**src/design/ssp_pkg.sv**
```systemverilog
package ssp_pkg;

  // ----------------------------------------
  // Register indices (byte address = 4 * index)
  // ----------------------------------------
  localparam logic [7:0] IDX_CONTROL = 8'hC0;
  localparam logic [7:0] IDX_DATA = 8'hC1;
  localparam logic [7:0] IDX_POWER = 8'hC4;
  localparam logic [7:0] IDX_DIVISOR = 8'hC5;
  localparam logic [7:0] IDX_IRQ_STATUS = 8'hC6;
  localparam logic [7:0] IDX_IRQ_MASK = 8'hC7;

  // ----------------------------------------
  // Field positions
  // ----------------------------------------
  localparam int unsigned CTL_SM0_FE = 7;
  localparam int unsigned CTL_SM1 = 6;
  localparam int unsigned CTL_SM2 = 5;
  localparam int unsigned CTL_REN = 4;
  localparam int unsigned CTL_TB8 = 3;
  localparam int unsigned CTL_RB8 = 2;
  localparam int unsigned CTL_TI = 1;
  localparam int unsigned CTL_RI = 0;
  localparam int unsigned POW_FE_VIEW = 7;
  localparam int unsigned POW_RATE_DOUBLE = 0;
  localparam int unsigned IRQ_RX = 0;
  localparam int unsigned IRQ_TX = 1;
  localparam int unsigned IRQ_FE = 2;

  // ----------------------------------------
  // Reset values
  // ----------------------------------------
  localparam logic [7:0] DIVISOR_RST = 8'h0F;
  localparam logic [2:0] IRQ_MASK_RST = 3'h0;

  // ----------------------------------------
  // Cycle counts
  // ----------------------------------------
  localparam logic [8:0] SHIFT_HALF_SLOW = 9'h006;
  localparam logic [8:0] SHIFT_HALF_FAST = 9'h002;
  localparam logic [8:0] FIXED_TICK_SLOW = 9'h004;
  localparam logic [8:0] FIXED_TICK_FAST = 9'h002;
  localparam logic [3:0] OVS_MID = 4'h7;
  localparam logic [3:0] OVS_LAST = 4'hF;
  localparam logic [2:0] BIT_LAST = 3'h7;

  typedef enum logic [1:0] {
    SSP_MODE_SHIFT,
    SSP_MODE_ASYNC10,
    SSP_MODE_FIXED11,
    SSP_MODE_VAR11
  } ssp_mode_t;

  typedef struct packed {
    logic [7:0] data;
    logic ninth;
    logic stop;
  } ssp_rx_frame_t;

  function automatic logic ssp_hit(input logic [11:0] addr, input logic [7:0] idx);
    ssp_hit = (addr == {2'h0, idx, 2'h0});
  endfunction

endpackage

```
**src/design/ssp_top.sv**
```systemverilog
`timescale 1ns/100ps
module ssp_top (
  input wire logic pclk,
  input wire logic presetn,
  input wire logic psel,
  input wire logic penable,
  input wire logic pwrite,
  input wire logic [11:0] paddr,
  input wire logic [31:0] pwdata,
  input wire logic [3:0] pstrb,
  output logic [31:0] prdata,
  output logic pready,
  output logic pslverr,
  input wire logic rxd_in,
  output logic rxd_out,
  output logic rxd_oe,
  output logic txd_out,
  output logic irq
);

  // ----------------------------------------
  // Declarations
  // ----------------------------------------
  typedef enum logic [2:0] {TX_IDLE, TX_SHIFT, TX_START, TX_DATA, TX_NINTH, TX_STOP} ssp_tx_state_t;

  logic sm0_q, sm0_d, sm1_q, sm1_d, sm2_q, sm2_d, ren_q, ren_d;
  logic tb8_q, tb8_d, rb8_q, rb8_d, ti_q, ti_d, ri_q, ri_d, fe_q, fe_d;
  logic fe_view_q, fe_view_d, rate_double_q, rate_double_d;
  logic [7:0] div_q, div_d, rx_buf_q, rx_buf_d;
  logic [2:0] irq_st_q, irq_st_d, irq_mask_q, irq_mask_d;
  logic ack_q, err_q;
  logic [31:0] prdata_q;
  logic ack_d, err_d;
  logic [31:0] prdata_d;
  logic xfer, wr, rd, mapped, setup;
  logic [7:0] ctl_view;
  ssp_pkg::ssp_mode_t mode;
  logic [8:0] period;
  logic tick;
  logic rx_done;
  ssp_pkg::ssp_rx_frame_t rx_frame;
  logic rx_ok, fe_set, ri_set, ti_set, m0_ri_set;
  ssp_tx_state_t st_q, st_d;
  logic [7:0] sh_q, sh_d;
  logic [3:0] cnt_q, cnt_d;
  logic [2:0] bit_q, bit_d;
  logic phase_q, phase_d, m0_rx_q, m0_rx_d;
  logic txd_q, txd_d, rxo_q, rxo_d, oe_q, oe_d;

  // ----------------------------------------
  // APB slave
  // ----------------------------------------
  assign setup = psel & ~penable;
  assign xfer = psel & penable & ack_q;
  assign wr = xfer & pwrite & pstrb[0];
  assign rd = xfer & ~pwrite;
  assign mode = ssp_pkg::ssp_mode_t'({sm0_q, sm1_q});
  assign ctl_view = {fe_view_q ? fe_q : sm0_q, sm1_q, sm2_q, ren_q, tb8_q, rb8_q, ti_q, ri_q};

  always_comb begin
    mapped = ssp_pkg::ssp_hit(paddr, ssp_pkg::IDX_CONTROL) |
             ssp_pkg::ssp_hit(paddr, ssp_pkg::IDX_DATA) |
             ssp_pkg::ssp_hit(paddr, ssp_pkg::IDX_POWER) |
             ssp_pkg::ssp_hit(paddr, ssp_pkg::IDX_DIVISOR) |
             ssp_pkg::ssp_hit(paddr, ssp_pkg::IDX_IRQ_STATUS) |
             ssp_pkg::ssp_hit(paddr, ssp_pkg::IDX_IRQ_MASK);
    prdata_d = prdata_q;
    if (setup) begin
      prdata_d = 32'h0000_0000;
      if (ssp_pkg::ssp_hit(paddr, ssp_pkg::IDX_CONTROL)) begin
        prdata_d[7:0] = ctl_view;
      end
      if (ssp_pkg::ssp_hit(paddr, ssp_pkg::IDX_DATA)) begin
        prdata_d[7:0] = rx_buf_q;
      end
      if (ssp_pkg::ssp_hit(paddr, ssp_pkg::IDX_POWER)) begin
        prdata_d[ssp_pkg::POW_FE_VIEW] = fe_view_q;
        prdata_d[ssp_pkg::POW_RATE_DOUBLE] = rate_double_q;
      end
      if (ssp_pkg::ssp_hit(paddr, ssp_pkg::IDX_DIVISOR)) begin
        prdata_d[7:0] = div_q;
      end
      if (ssp_pkg::ssp_hit(paddr, ssp_pkg::IDX_IRQ_STATUS)) begin
        prdata_d[2:0] = irq_st_q;
      end
      if (ssp_pkg::ssp_hit(paddr, ssp_pkg::IDX_IRQ_MASK)) begin
        prdata_d[2:0] = irq_mask_q;
      end
    end
    ack_d = setup;
    err_d = setup & ~mapped;
  end

  always_ff @(posedge pclk or negedge presetn) begin
    if (!presetn) begin
      ack_q <= 1'b0;
      err_q <= 1'b0;
      prdata_q <= 32'h0000_0000;
    end else begin
      ack_q <= ack_d;
      err_q <= err_d;
      prdata_q <= prdata_d;
    end
  end

  assign pready = ack_q;
  assign pslverr = err_q;
  assign prdata = prdata_q;

  // ----------------------------------------
  // Rate source and receiver
  // ----------------------------------------
  always_comb begin
    case (mode)
      ssp_pkg::SSP_MODE_SHIFT: begin
        period = sm2_q ? ssp_pkg::SHIFT_HALF_FAST : ssp_pkg::SHIFT_HALF_SLOW;
      end
      ssp_pkg::SSP_MODE_FIXED11: begin
        period = rate_double_q ? ssp_pkg::FIXED_TICK_FAST : ssp_pkg::FIXED_TICK_SLOW;
      end
      default: period = {1'b0, div_q} + 9'h001;
    endcase
  end

  ssp_baud u_baud (
    .pclk(pclk),
    .presetn(presetn),
    .period(period),
    .tick(tick)
  );

  ssp_rx u_rx (
    .pclk(pclk),
    .presetn(presetn),
    .enable(ren_q & (mode != ssp_pkg::SSP_MODE_SHIFT)),
    .tick(tick),
    .eleven(sm0_q),
    .rxd(rxd_in),
    .done(rx_done),
    .frame(rx_frame)
  );

  // ----------------------------------------
  // Control and status registers
  // ----------------------------------------
  always_comb begin
    if (mode == ssp_pkg::SSP_MODE_ASYNC10) begin
      rx_ok = ~sm2_q | rx_frame.stop;
    end else begin
      rx_ok = ~sm2_q | rx_frame.ninth;
    end
    fe_set = rx_done & ~rx_frame.stop;
    ri_set = (rx_done & rx_ok & ~ri_q) | m0_ri_set;
    sm0_d = sm0_q;
    sm1_d = sm1_q;
    sm2_d = sm2_q;
    ren_d = ren_q;
    tb8_d = tb8_q;
    rb8_d = rb8_q;
    ti_d = ti_q;
    ri_d = ri_q;
    fe_d = fe_q;
    fe_view_d = fe_view_q;
    rate_double_d = rate_double_q;
    div_d = div_q;
    rx_buf_d = rx_buf_q;
    irq_mask_d = irq_mask_q;
    irq_st_d = irq_st_q;
    if (wr && ssp_pkg::ssp_hit(paddr, ssp_pkg::IDX_CONTROL)) begin
      if (fe_view_q) begin
        fe_d = fe_q & pwdata[ssp_pkg::CTL_SM0_FE];
      end else begin
        sm0_d = pwdata[ssp_pkg::CTL_SM0_FE];
      end
      sm1_d = pwdata[ssp_pkg::CTL_SM1];
      sm2_d = pwdata[ssp_pkg::CTL_SM2];
      ren_d = pwdata[ssp_pkg::CTL_REN];
      tb8_d = pwdata[ssp_pkg::CTL_TB8];
      rb8_d = pwdata[ssp_pkg::CTL_RB8];
      ti_d = pwdata[ssp_pkg::CTL_TI];
      ri_d = pwdata[ssp_pkg::CTL_RI];
    end
    if (wr && ssp_pkg::ssp_hit(paddr, ssp_pkg::IDX_POWER)) begin
      fe_view_d = pwdata[ssp_pkg::POW_FE_VIEW];
      rate_double_d = pwdata[ssp_pkg::POW_RATE_DOUBLE];
    end
    if (wr && ssp_pkg::ssp_hit(paddr, ssp_pkg::IDX_DIVISOR)) begin
      div_d = pwdata[7:0];
    end
    if (wr && ssp_pkg::ssp_hit(paddr, ssp_pkg::IDX_IRQ_MASK)) begin
      irq_mask_d = pwdata[2:0];
    end
    if (rd && ssp_pkg::ssp_hit(paddr, ssp_pkg::IDX_IRQ_STATUS)) begin
      irq_st_d = irq_st_q & ~prdata_q[2:0];
    end
    // Hardware events win over a software clear in the same cycle
    if (fe_set) begin
      fe_d = 1'b1;
    end
    if (ti_set) begin
      ti_d = 1'b1;
    end
    if (m0_ri_set) begin
      rx_buf_d = sh_q;
    end else if (ri_set) begin
      rx_buf_d = rx_frame.data;
      rb8_d = (mode == ssp_pkg::SSP_MODE_ASYNC10) ? rx_frame.stop : rx_frame.ninth;
    end
    if (ri_set) begin
      ri_d = 1'b1;
    end
    irq_st_d = irq_st_d | {fe_set, ti_set, ri_set};
  end

  always_ff @(posedge pclk or negedge presetn) begin
    if (!presetn) begin
      sm0_q <= 1'b0;
      sm1_q <= 1'b0;
      sm2_q <= 1'b0;
      ren_q <= 1'b0;
      tb8_q <= 1'b0;
      rb8_q <= 1'b0;
      ti_q <= 1'b0;
      ri_q <= 1'b0;
      fe_q <= 1'b0;
      fe_view_q <= 1'b0;
      rate_double_q <= 1'b0;
      div_q <= ssp_pkg::DIVISOR_RST;
      rx_buf_q <= 8'h00;
      irq_st_q <= 3'h0;
      irq_mask_q <= ssp_pkg::IRQ_MASK_RST;
    end else begin
      sm0_q <= sm0_d;
      sm1_q <= sm1_d;
      sm2_q <= sm2_d;
      ren_q <= ren_d;
      tb8_q <= tb8_d;
      rb8_q <= rb8_d;
      ti_q <= ti_d;
      ri_q <= ri_d;
      fe_q <= fe_d;
      fe_view_q <= fe_view_d;
      rate_double_q <= rate_double_d;
      div_q <= div_d;
      rx_buf_q <= rx_buf_d;
      irq_st_q <= irq_st_d;
      irq_mask_q <= irq_mask_d;
    end
  end

  assign irq = |(irq_st_q & irq_mask_q);

  // ----------------------------------------
  // Transmit engine and shift-mode engine
  // ----------------------------------------
  always_comb begin
    st_d = st_q;
    sh_d = sh_q;
    cnt_d = cnt_q;
    bit_d = bit_q;
    phase_d = phase_q;
    m0_rx_d = m0_rx_q;
    txd_d = txd_q;
    rxo_d = rxo_q;
    oe_d = oe_q;
    ti_set = 1'b0;
    m0_ri_set = 1'b0;
    case (st_q)
      TX_IDLE: begin
        txd_d = 1'b1;
        oe_d = 1'b0;
        cnt_d = 4'h0;
        bit_d = 3'h0;
        phase_d = 1'b0;
        if (wr && ssp_pkg::ssp_hit(paddr, ssp_pkg::IDX_DATA)) begin
          sh_d = pwdata[7:0];
          m0_rx_d = 1'b0;
          if (mode == ssp_pkg::SSP_MODE_SHIFT) begin
            st_d = TX_SHIFT;
            rxo_d = pwdata[0];
            oe_d = 1'b1;
          end else begin
            st_d = TX_START;
            txd_d = 1'b0;
          end
        end else if (mode == ssp_pkg::SSP_MODE_SHIFT && ren_q && !ri_q) begin
          st_d = TX_SHIFT;
          m0_rx_d = 1'b1;
        end
      end
      TX_SHIFT: begin
        // First tick aligns the low phase to the free-running rate source
        if (cnt_q == 4'h0) begin
          if (tick) begin
            cnt_d = 4'h1;
            txd_d = 1'b0;
          end
        end else if (tick && !phase_q) begin
          phase_d = 1'b1;
          txd_d = 1'b1;
          if (m0_rx_q) begin
            sh_d = {rxd_in, sh_q[7:1]};
          end
        end else if (tick) begin
          if (bit_q == ssp_pkg::BIT_LAST) begin
            st_d = TX_IDLE;
            oe_d = 1'b0;
            ti_set = ~m0_rx_q;
            m0_ri_set = m0_rx_q;
          end else begin
            bit_d = bit_q + 3'h1;
            phase_d = 1'b0;
            txd_d = 1'b0;
            if (!m0_rx_q) begin
              sh_d = {1'b0, sh_q[7:1]};
              rxo_d = sh_q[1];
            end
          end
        end
      end
      default: begin
        if (tick) begin
          cnt_d = cnt_q + 4'h1;
          if (cnt_q == ssp_pkg::OVS_LAST) begin
            case (st_q)
              TX_START: begin
                st_d = TX_DATA;
                txd_d = sh_q[0];
              end
              TX_DATA: begin
                sh_d = {1'b0, sh_q[7:1]};
                bit_d = bit_q + 3'h1;
                txd_d = sh_q[1];
                if (bit_q == ssp_pkg::BIT_LAST) begin
                  if (sm0_q) begin
                    st_d = TX_NINTH;
                    txd_d = tb8_q;
                  end else begin
                    st_d = TX_STOP;
                    txd_d = 1'b1;
                    ti_set = 1'b1;
                  end
                end
              end
              TX_NINTH: begin
                st_d = TX_STOP;
                txd_d = 1'b1;
                ti_set = 1'b1;
              end
              default: begin
                st_d = TX_IDLE;
                txd_d = 1'b1;
              end
            endcase
          end
        end
      end
    endcase
  end

  always_ff @(posedge pclk or negedge presetn) begin
    if (!presetn) begin
      st_q <= TX_IDLE;
      sh_q <= 8'h00;
      cnt_q <= 4'h0;
      bit_q <= 3'h0;
      phase_q <= 1'b0;
      m0_rx_q <= 1'b0;
      txd_q <= 1'b1;
      rxo_q <= 1'b1;
      oe_q <= 1'b0;
    end else begin
      st_q <= st_d;
      sh_q <= sh_d;
      cnt_q <= cnt_d;
      bit_q <= bit_d;
      phase_q <= phase_d;
      m0_rx_q <= m0_rx_d;
      txd_q <= txd_d;
      rxo_q <= rxo_d;
      oe_q <= oe_d;
    end
  end

  assign txd_out = txd_q;
  assign rxd_out = rxo_q;
  assign rxd_oe = oe_q;

endmodule // ssp_top

```
**src/design/ssp_baud.sv**
```systemverilog
`timescale 1ns/100ps
module ssp_baud (
  input wire logic pclk,
  input wire logic presetn,
  input wire logic [8:0] period,
  output logic tick
);

  logic [8:0] cnt_q;
  logic [8:0] cnt_d;

  always_comb begin
    tick = (cnt_q >= (period - 9'h001));
    cnt_d = tick ? 9'h000 : cnt_q + 9'h001;
  end

  always_ff @(posedge pclk or negedge presetn) begin
    if (!presetn) begin
      cnt_q <= 9'h000;
    end else begin
      cnt_q <= cnt_d;
    end
  end

endmodule // ssp_baud

```
**src/design/ssp_rx.sv**
```systemverilog
`timescale 1ns/100ps
module ssp_rx (
  input wire logic pclk,
  input wire logic presetn,
  input wire logic enable,
  input wire logic tick,
  input wire logic eleven,
  input wire logic rxd,
  output logic done,
  output ssp_pkg::ssp_rx_frame_t frame
);

  typedef enum logic [2:0] {RX_IDLE, RX_START, RX_DATA, RX_NINTH, RX_STOP} ssp_rx_state_t;

  ssp_rx_state_t st_q, st_d;
  logic [3:0] cnt_q, cnt_d;
  logic [2:0] bit_q, bit_d;
  ssp_pkg::ssp_rx_frame_t fr_q, fr_d;
  logic done_q, done_d;

  assign done = done_q;
  assign frame = fr_q;

  always_comb begin
    st_d = st_q;
    cnt_d = cnt_q;
    bit_d = bit_q;
    fr_d = fr_q;
    done_d = 1'b0;
    if (!enable) begin
      st_d = RX_IDLE;
    end else if (tick) begin
      cnt_d = cnt_q + 4'h1;
      case (st_q)
        RX_IDLE: begin
          cnt_d = 4'h0;
          if (!rxd) begin
            st_d = RX_START;
          end
        end
        RX_START: begin
          if (cnt_q == ssp_pkg::OVS_MID) begin
            cnt_d = 4'h0;
            bit_d = 3'h0;
            st_d = rxd ? RX_IDLE : RX_DATA;
          end
        end
        RX_DATA: begin
          if (cnt_q == ssp_pkg::OVS_LAST) begin
            fr_d.data = {rxd, fr_q.data[7:1]};
            bit_d = bit_q + 3'h1;
            if (bit_q == ssp_pkg::BIT_LAST) begin
              st_d = eleven ? RX_NINTH : RX_STOP;
            end
          end
        end
        RX_NINTH: begin
          if (cnt_q == ssp_pkg::OVS_LAST) begin
            fr_d.ninth = rxd;
            st_d = RX_STOP;
          end
        end
        RX_STOP: begin
          // Frame reported at the middle of the stop bit
          if (cnt_q == ssp_pkg::OVS_LAST) begin
            fr_d.stop = rxd;
            done_d = 1'b1;
            st_d = RX_IDLE;
          end
        end
        default: st_d = RX_IDLE;
      endcase
    end
  end

  always_ff @(posedge pclk or negedge presetn) begin
    if (!presetn) begin
      st_q <= RX_IDLE;
      cnt_q <= 4'h0;
      bit_q <= 3'h0;
      fr_q <= '0;
      done_q <= 1'b0;
    end else begin
      st_q <= st_d;
      cnt_q <= cnt_d;
      bit_q <= bit_d;
      fr_q <= fr_d;
      done_q <= done_d;
    end
  end

endmodule // ssp_rx

```
**config.mk**
```make
export PLATFORM = sky130hd
export DESIGN_NAME = ssp_top
export DESIGN_NICKNAME = d
export VERILOG_FILES = /design/src/design/ssp_pkg.sv /design/src/design/ssp_top.sv /design/src/design/ssp_baud.sv /design/src/design/ssp_rx.sv
export SDC_FILE = /design/constraint.sdc
export NUM_CORES = 1
export LEC_CHECK = 0
export BUFFER_PORTS_ARGS = -buffer_cell sky130_fd_sc_hd__buf_2
export CORE_MARGIN = 3
export CORE_UTILIZATION = 62
export DETAILED_ROUTE_END_ITERATION = 16
export GPL_TIMING_DRIVEN = 0
export HOLD_SLACK_MARGIN = 0.06
export PLACE_DENSITY = 0.86
export SKIP_CTS_REPAIR_TIMING = 1
export SLEW_MARGIN = 20
export SYNTH_ARGS = -nofsm -noshare
export SYNTH_HDL_FRONTEND = slang
export SYNTH_SLANG_ARGS = --single-unit
export TNS_END_PERCENT = 20
```
**constraint.sdc**
```tcl
create_clock -name pclk -period 5.4 [get_ports pclk]
set_input_delay 0 -clock pclk [delete_from_list [all_inputs] [get_ports pclk]]
set_output_delay 0 -clock pclk [all_outputs]
set_load 0.02 [all_outputs]
```
Word-level counts from Yosys, hierarchy flattened
Cells that the tools add are included.
Storage, ports and cells
  register bits after elaboration: 96
Cells by class
  add/sub/neg operators: 7
  $lt $le $gt $ge: 1
  equal/unequal tests: 47
  mux-type cells: 129
  bitwise logic cells: 32
  reductions and logical operators: 46
Operators by type and width (count)
  $mux W8: 15
  $mux W3: 32
  $eq A12 B10 Y1 const B: 6
  $mux W1: 59
  $ne A3 B3 Y1 const B: 12
  $ne A2 B2 Y1 const B: 10
  $reduce_bool A2 Y1: 10
  $pmux W3 S2: 3
  $pmux W9 S2: 1
  $mux W4: 4
  $pmux W4 S2: 2
  $pmux W8 S2: 1
  $reduce_and A4 Y1: 4
  $reduce_and A8 Y1: 2
  $pmux W3 S5: 1
  $reduce_and A5 Y1: 3
  $pmux W1 S2: 7
  $reduce_and A7 Y1: 2
  $and A1 B1 Y1: 12
  $eq A3 B2 Y1 const B: 4
  $eq A3 B3 Y1 const B: 4
  $add A8 B1 Y9 const B: 1
  $add A9 B1 Y9 const B: 1
  $ge A9 B9 Y1: 1
  other kinds (29): 65

Depth between registers and ports, before layout
Gate-level depths: netlist (run 1).
  word-level depth: 11
  mapped depth: 16

By module
Synthesis (run 1) repeated with hierarchy kept, for this count alone.
Unflattened totals
  cell total of the unflattened synthesis: 604
  area total of the unflattened synthesis: 5914.4 µm²
Modules (own cells, without submodules)
  ssp_top: times used 1, cells an instance 422, area an instance 4040.1 µm²
  ssp_rx: times used 1, cells an instance 103, area an instance 1106.1 µm²
  ssp_baud: times used 1, cells an instance 79, area an instance 768.2 µm²

Worst setup path before layout (run 1)
No wires, ideal clock.
  path type: flip-flop to flip-flop
  from: register sm0_q
  to: register sh_q[0]
  setup time: 125 ps
  arrival time: 3435 ps
  data required time: 5275 ps
  setup slack: 1840 ps
  cell stages (with the launch flop): 16
  path buffers: 2
  path through: dfrtp_1 > clkbuf_1 > inv_1 > o31ai_1 > ha_1 > and2_1 > nand2_1 > mux2i_1 > ha_1 > nand4_1 > or2_1 > o211ai_1 > buf_4 > mux2i_2 > a311oi_4 > mux2_2
Between the ends
  word-level cells in the longest chain between the ends: 8
  elaborated cells on any way between the ends: 15
  those cells by class: add/sub: 1; order compare: 1; eq/ne: 5; mux: 4; reduce/logical: 4
Ends and longest elaborated chain
  start, declared: RTL line ssp_top.sv:26  | logic sm0_q, sm0_d, sm1_q, sm1_d, sm2_q, sm2_d, ren_q, ren_d;
  start signal, assigned: RTL line ssp_top.sv:233  | sm0_q <= sm0_d;
  $eq A2 B2 Y1 or $logic_not A2 Y1 (tied branches): RTL line ssp_top.sv:114  | case (mode)
  $pmux W9 S2 *: RTL line ssp_top.sv:114
  $sub A9 B1 Y9 *: RTL line ssp_baud.sv:13  | tick = (cnt_q >= (period - 9'h001));
  $ge A9 B9 Y1 *: RTL line ssp_baud.sv:13
  $logic_and A1 B1 Y1: RTL line ssp_top.sv:298  | end else if (tick && !phase_q) begin
  $mux W8: RTL line ssp_top.sv:298
  $mux W8: RTL line ssp_top.sv:293  | if (cnt_q == 4'h0) begin
  $pmux W8 S2: RTL line ssp_top.sv:268  | case (st_q)
  end signal, assigned: RTL line ssp_top.sv:364  | sh_q <= 8'h00;
  end signal, assigned: RTL line ssp_top.sv:374  | sh_q <= sh_d;
  end, declared: RTL line ssp_top.sv:44  | logic [7:0] sh_q, sh_d;
Mark *: on every way between the ends. The rest lies on a longest branch, timed or not. The select of a mux whose other input is x is not followed.
A chain may end at the register's enable or synchronous reset.

Worst setup path in the final report (run 1)
  from: register sm0_q
  to: register sh_q[6]
Same word-level chain as after synthesis.

==> impl_metrics.env, run 1 <==
export IMPL_avgSynthCellArea_sq_um=9.76
export IMPL_ys_warnings_count=0
export IMPL_dp_hpwl_um=9880
export IMPL_finalHoldViolations=0
export IMPL_cts_tree="built"
export IMPL_synth_common_cells="dfrtp_1 (90), nand2_1 (65), nor2_1 (47), mux2_2 (40), mux2i_1 (29)"
export IMPL_synthCells=589
export IMPL_drive_gt1_share_pct=22.2
export IMPL_outcome="complete, no violations"
export IMPL_tns_ns=0
export IMPL_diodes=0
export IMPL_die_w_um=102
export IMPL_holdCritStartpoint="psel"
export IMPL_die_area_sq_um=10500
export IMPL_synth_top_family_by_area="simple AND/OR/NAND/NOR gates"
export IMPL_wl_um=13700
export IMPL_drcViolationCount=0
export IMPL_area_growth_pct=13.8
export IMPL_ant_nets=0
export IMPL_overflow=0
export IMPL_worst_endpoint_required_ns=5.66
export IMPL_critPathLaunchType="flop"
export IMPL_num_nets_final=749
export IMPL_crit_chain="clkbuf_1, inv_1, o31ai_1, ha_1, and2_1, nand2_1, mux2i_1, ha_1, nand4_1, or2_1, o211ai_1, buf_4, mux2i_2, a311oi_4, mux2_2"
export IMPL_cp_end_kind="flop"
export IMPL_drtIter0Drc=346
export IMPL_cap_violations=0
export IMPL_crit_path_max_incr_delay_ns=0.52
export IMPL_place_gp_congestion=0.882
export IMPL_dp_cells=760
export IMPL_grt_first_pass_wirelength_um=21700
export IMPL_finalCriticalPeriod_ns=4.53
export IMPL_clk_latency_ns=0.38
export IMPL_clock_root_buffer="clkbuf_8"
export IMPL_crit_arrival_ns=4.79
export IMPL_skew_ns=0.0105
export IMPL_finalCritPeriodShare_pct=84.0
export IMPL_fmax_ghz=0.221
export IMPL_grtUsageTotal_pct=26.6
export IMPL_power_mw=1.53
export IMPL_r2r_start="sm0_q"
export IMPL_synth_main_ff_cell="dfrtp_1"
export IMPL_start_util_pct=65.0
export IMPL_multi_input_area_sq_um=3060
export IMPL_cts_buffer_depth=2
export IMPL_vias=4793
export IMPL_rows=34
export IMPL_path_clk_slew_ns=0.10
export IMPL_grt_max_degree=78
export IMPL_power_leakage_nw=3.31
export IMPL_synth_simple_area_share_pct=18.1
export IMPL_portBuffers=39
export IMPL_power_density_nw_per_um2=234
export IMPL_core_area_sq_um=8850
export IMPL_synth_fa_ha_area_share_pct=4.13
export IMPL_yosysTopAreaCell="dfrtp_1"
export IMPL_numCtsBuffers=9
export IMPL_cts_max_level=3
export IMPL_synth_compound_area_share_pct=13.3
export IMPL_grt_pass1_vias=4551
export IMPL_startpoint="sm0_q"
export IMPL_slew_headroom_pct=41.3
export IMPL_synth_seq_cells=96
export IMPL_setup_violations=0
export IMPL_synthArstFlopShare_pct=100
export IMPL_yosysMostFrequentCell="dfrtp_1"
export IMPL_worstSetupPathType="flop to flop"
export IMPL_cts_num_sinks=96
export IMPL_syn_area_sq_um=5750
export IMPL_ir_drop_mv=0.173
export IMPL_register_area_sq_um=2410
export IMPL_die_h_um=102
export IMPL_final_cells=789
export IMPL_antenna_found_initial=0
export IMPL_synth_mux_area_share_pct=13.1
export IMPL_synth_area_top_cells="dfrtp_1 (39%), mux2_2 (7.8%), mux2i_1 (5.0%)"
export IMPL_ys_seq_area_share_pct=41.9
export IMPL_path_common_cell="ha_1"
export IMPL_synth_xor_area_share_pct=3.05
export IMPL_viasPerCell=6.07
export IMPL_dr_pass1_iters=5
export IMPL_hold_class="primary input to flop"
export IMPL_routedWlPerCell_um=17.4
export IMPL_crit_fanout=10
export IMPL_nFillCells=625
export IMPL_tightest_slew_ns=0.870
export IMPL_synth_edf_count=0
export IMPL_finalMaxSlewViolations=0
export IMPL_pin_count=92
export IMPL_rsz0062_at_grt="no"
export IMPL_synth_top_area_share_pct=39.2
export IMPL_slowest_stage="a311oi_4"
export IMPL_ys_types=69
-- per-stage QoR --
stage          worst slack, ns  area (sq um)  utilization [%]  hold slack (ns)
2_1_floorplan             1.84          5840                -           -0.296
3_3_place_gp             0.965          6170             69.7            0.269
3_5_place_dp             0.969          6200             70.1           -0.134
4_1_cts                  0.927          6410             72.5           -0.543
5_1_grt                  0.593          6540             73.9           0.0685
6_report                 0.865          6540             73.9           0.0513
-- layer usage --
| metal | vias to the layer above | GRT usage (%) | part of all wire, % | wire (um) |
|---|---|---|---|---|
| met5 | - | 0 | 0 | 0 |
| met3 | 29 | 5.60 | 6.8 | 927 |
| met4 | 0 | 9.08 | 2.4 | 333 |
| met1 | 2336 | 34.1 | 42 | 5780 |
| li1 | 2233 | - | - | - |
| met2 | 195 | 45.1 | 49 | 6670 |
-- layout make-up --
class | instances | share of cell area [%]
buffer | 51 | 4.69
clock buffer | 10 | 2.10
clock inverter | 6 | 1.15
inverter | 16 | 0.918
multi-input combinational | 449 | 46.8
sequential | 96 | 36.8
tap | 108 | 2.07
timing repair buffer | 53 | 5.49
-- placed cells by master, fill, tap and decap left out, types with 4 or more instances in the layout --
cell type | synthesis | layout
a211o_1 | 5 | 5
a21o_1 | 5 | 5
a21oi_1 | 25 | 25
a31oi_1 | 9 | 9
and2_1 | 6 | 6
and3_1 | 10 | 10
buf_2 | 5 | 43
buf_4 | 25 | 25
clkbuf_1 | 18 | 18
clkbuf_8 | 0 | 10
conb_1 | 1 | 24
dfrtp_1 | 90 | 90
dfstp_2 | 6 | 6
dlygate4sd3_1 | 0 | 13
ha_1 | 19 | 19
inv_1 | 16 | 16
mux2_2 | 40 | 40
mux2i_1 | 29 | 29
nand2_1 | 65 | 65
nand2b_1 | 8 | 8
nand3_1 | 20 | 20
nand4_1 | 5 | 5
nor2_1 | 47 | 47
nor3_1 | 8 | 8
o21a_1 | 5 | 5
o21ai_0 | 24 | 24
o31ai_1 | 9 | 9
or2_2 | 4 | 4
or3_1 | 4 | 4
xnor2_1 | 10 | 10
xor2_1 | 10 | 10
-- logic make-up after synthesis --
kind of cell / Yosys count
multiplexers: 70
buffers and inverters: 67
adder cells (fa/ha/maj): 19
other: 1
AO/OA/AOI/OAI: 112
flip-flops: 96
AND/OR/NAND/NOR: 204
XOR/XNOR: 20
-- state kept, by name, summed over array words and instances (netlist names), 3 cells and up --
signal / cells
prdata: 8
irq_st_q: 3
u_rx.bit_q: 3
bit_q: 3
rx_buf_q: 8
u_rx.st_q: 3
div_q: 8
cnt_q: 4
u_rx.cnt_q: 4
st_q: 3
u_rx.frame: 10
sh_q: 8
irq_mask_q: 3
u_baud.cnt_q: 9
-- critical path, delay by kind of cell (launching register included) --
| kind | cells | cell delay [ns] |
|---|---|---|
| AOI/OAI and AO/OA | 3 | 1.19 |
| adders and majority gates | 2 | 0.55 |
| buffers and inverters | 3 | 1.01 |
| DFF | 1 | 0.36 |
| muxes | 3 | 0.66 |
| and+or+nand+nor | 4 | 0.64 |
-- power by group --
| part | leakage (nW) | internal (mW) | switching (mW) |
|---|---|---|---|
| Combinational | 1.91 | 0.0935 | 0.176 |
| Clock | 0.105 | 0.234 | 0.272 |
| Sequential | 1.29 | 0.735 | 0.0210 |
-- path summary, 6_finish.rpt --
path / slack [ns] / endpoint / cells after the start
worst max-delay path: 0.87 / sh_q[6] / 15
min in group asynchronous: 0.16 / txd_out / 2
worst min-delay path: 0.05 / prdata[0] / 3
worst max register to register: 0.87 / sh_q[6] / 15
max in group asynchronous: 4.00 / st_q[0] / 3
worst min register to register: 0.49 / prdata[7] / 2
Note: power is estimated with default switching activity, not from simulation.
==> inputs of run 2 (changes only) <==
Settings changed: CORE_UTILIZATION 62 to 52, PLACE_DENSITY 0.86 to 0.77.
Clock period 5.4 ns to 3.95 ns, I/O delays scaled along.
==> run 2 against run 1 <==
Register-to-register slack got worse by 0.74 ns; first-iteration DRC count up 14%; total power is 32% higher; die area is 18% higher; sequential power up 36%; clock skew barely moved; critical path depth is 2 higher; utilization fell by 11 points; count of clock-buffer cells in the layout did not move; worst setup slack lost 0.74 ns; sequential cell count unchanged; cell count grew 3.7%.
==> impl_metrics.env, run 2 (synthesis results as in run 1) <==
export IMPL_crit_fanout=10
export IMPL_cts_num_sinks=96
export IMPL_grt_pass1_vias=4559
export IMPL_place_gp_congestion=0.918
export IMPL_path_clk_slew_ns=0.10
export IMPL_viasPerCell=5.78
export IMPL_power_mw=2.02
export IMPL_holdCritStartpoint="psel"
export IMPL_drive_gt1_share_pct=24.6
export IMPL_cts_buffer_depth=2
export IMPL_fin_area_sq_um=6650
export IMPL_vias=4727
export IMPL_skew_ns=0.0106
export IMPL_pin_count=92
export IMPL_largest_reg_flops=10
export IMPL_r2r_slack_ns=0.12
export IMPL_ir_drop_mv=0.151
export IMPL_clk_latency_ns=0.37
export IMPL_antenna_found_initial=0
export IMPL_layout_common_cells="dfrtp_1 (89), nand2_1 (64), nor2_1 (47)"
export IMPL_finalCriticalPeriod_ns=3.83
export IMPL_holdPathStages=3
export IMPL_numCtsBuffers=9
export IMPL_portBuffers=39
export IMPL_die_w_um=111
export IMPL_finalCritPeriodShare_pct=96.9
export IMPL_dpl_cell_area_sq_um=6230
export IMPL_crit_arrival_ns=4.09
export IMPL_slowest_stage="dfstp_2"
export IMPL_critPathLaunchType="flop"
export IMPL_overflow=0
export IMPL_final_common_cell="dfrtp_1"
export IMPL_tightest_slew_ns=0.810
export IMPL_core_area_sq_um=10600
export IMPL_outcome="complete, no violations"
export IMPL_reg2regPathDepth=17
export IMPL_wl_um=13700
export IMPL_ant_nets=0
export IMPL_r2r_start="div_q[1]"
export IMPL_cap_violations=0
export IMPL_grt_first_pass_wirelength_um=22400
export IMPL_area_growth_pct=15.7
export IMPL_power_leakage_nw=3.33
export IMPL_cts_tree="built"
export IMPL_grt_max_degree=75
export IMPL_worst_endpoint_required_ns=4.21
export IMPL_power_density_nw_per_um2=304
export IMPL_diodes=0
export IMPL_crit_chain="ha_1, nand2b_4, o31ai_4, ha_2, and2_4, nand2_2, mux2i_2, ha_1, nand4_1, or2_1, o211ai_1, buf_4, buf_8, mux2i_2, a311oi_4, buf_6, mux2_2"
export IMPL_die_area_sq_um=12400
export IMPL_drtIter0Drc=394
export IMPL_drcViolationCount=0
export IMPL_clock_root_buffer="clkbuf_8"
export IMPL_finalMaxSlewViolations=0
export IMPL_nFillCells=871
export IMPL_routedWlPerCell_um=16.7
export IMPL_rows=37
export IMPL_cp_end_kind="flop"
export IMPL_dr_pass1_iters=5
export IMPL_dp_hpwl_um=9990
export IMPL_cts_max_level=3
export IMPL_crit_path_max_incr_delay_ns=0.57
export IMPL_worstSetupPathType="flop to flop"
export IMPL_setup_violations=0
export IMPL_finalHoldViolations=0
export IMPL_grtUsageTotal_pct=21.9
export IMPL_num_nets_final=750
export IMPL_start_util_pct=54.5
export IMPL_min_to="prdata[3]"
export IMPL_fmax_ghz=0.261
export IMPL_die_h_um=111
export IMPL_r2r_end="sh_q[1]"
export IMPL_hold_class="primary input to flop"
export IMPL_slew_headroom_pct=45.8
## run 2: routing by layer
layer  part of all wire [%]  track usage, %
met2                     49            35.6
met3                    6.3            3.98
met4                    1.8            6.97
met5                      0               0
met1                     43            29.9
## run 2: metrics by stage
step / hold WS [ns] / TNS (ns) / util, % / instances / setup WS [ns]
after floorplan: -0.296 / 0 / - / 612 / 0.390
after CTS: -0.532 / -23.95 / 60.7 / 804 / -0.686
after global routing: 0.0722 / -0.407 / 63.0 / 818 / -0.0375
after detailed placement: -0.130 / -21.48 / 59.1 / 788 / -0.650
final: 0.0371 / 0 / 63.0 / 818 / 0.121
after global placement: 0.272 / -13.88 / 58.7 / 787 / -0.517
## run 2: power by group
group | leakage [nW] | internal, mW | switching (mW) | total [mW]
registers | 1.29 | 1.00 | 0.0291 | 1.03
clock network | 0.0870 | 0.233 | 0.363 | 0.596
logic | 1.95 | 0.151 | 0.243 | 0.394
## run 2: critical path, delay by kind of cell (launching register included)
family / cells / cell delay, ns
AOI/OAI and AO/OA: 3 / 0.48
adders and majority gates: 3 / 0.80
buffers and inverters: 3 / 0.51
DFF: 1 / 0.57
muxes: 3 / 0.61
and+or+nand+nor: 5 / 0.75
## run 2: worst max-delay path by stage
| stage | start | end | slack [ns] | depth (start not counted) |
|---|---|---|---|---|
| floorplan | sm0_q | sh_q[0] | 0.39 | 15 |
| global placement | sm0_q | sh_q[6] | -0.52 | 15 |
| detailed placement | sm0_q | sh_q[7] | -0.65 | 15 |
| CTS | sm0_q | sh_q[0] | -0.69 | 15 |
| global route | div_q[1] | sh_q[4] | -0.04 | 17 |
| finish | div_q[1] | sh_q[1] | 0.12 | 17 |
## run 2: cell type report
cell class	instances	area [sq um]	share of cell area, %
clock buffer	10	128	1.92
clock inverter	6	43.8	0.658
inverter	16	60.1	0.903
tap	136	170	2.56
timing repair buffer	58	400	6.02
sequential	96	2410	36.2
multi-input combinational	449	3130	47.1
buffer	47	309	4.64
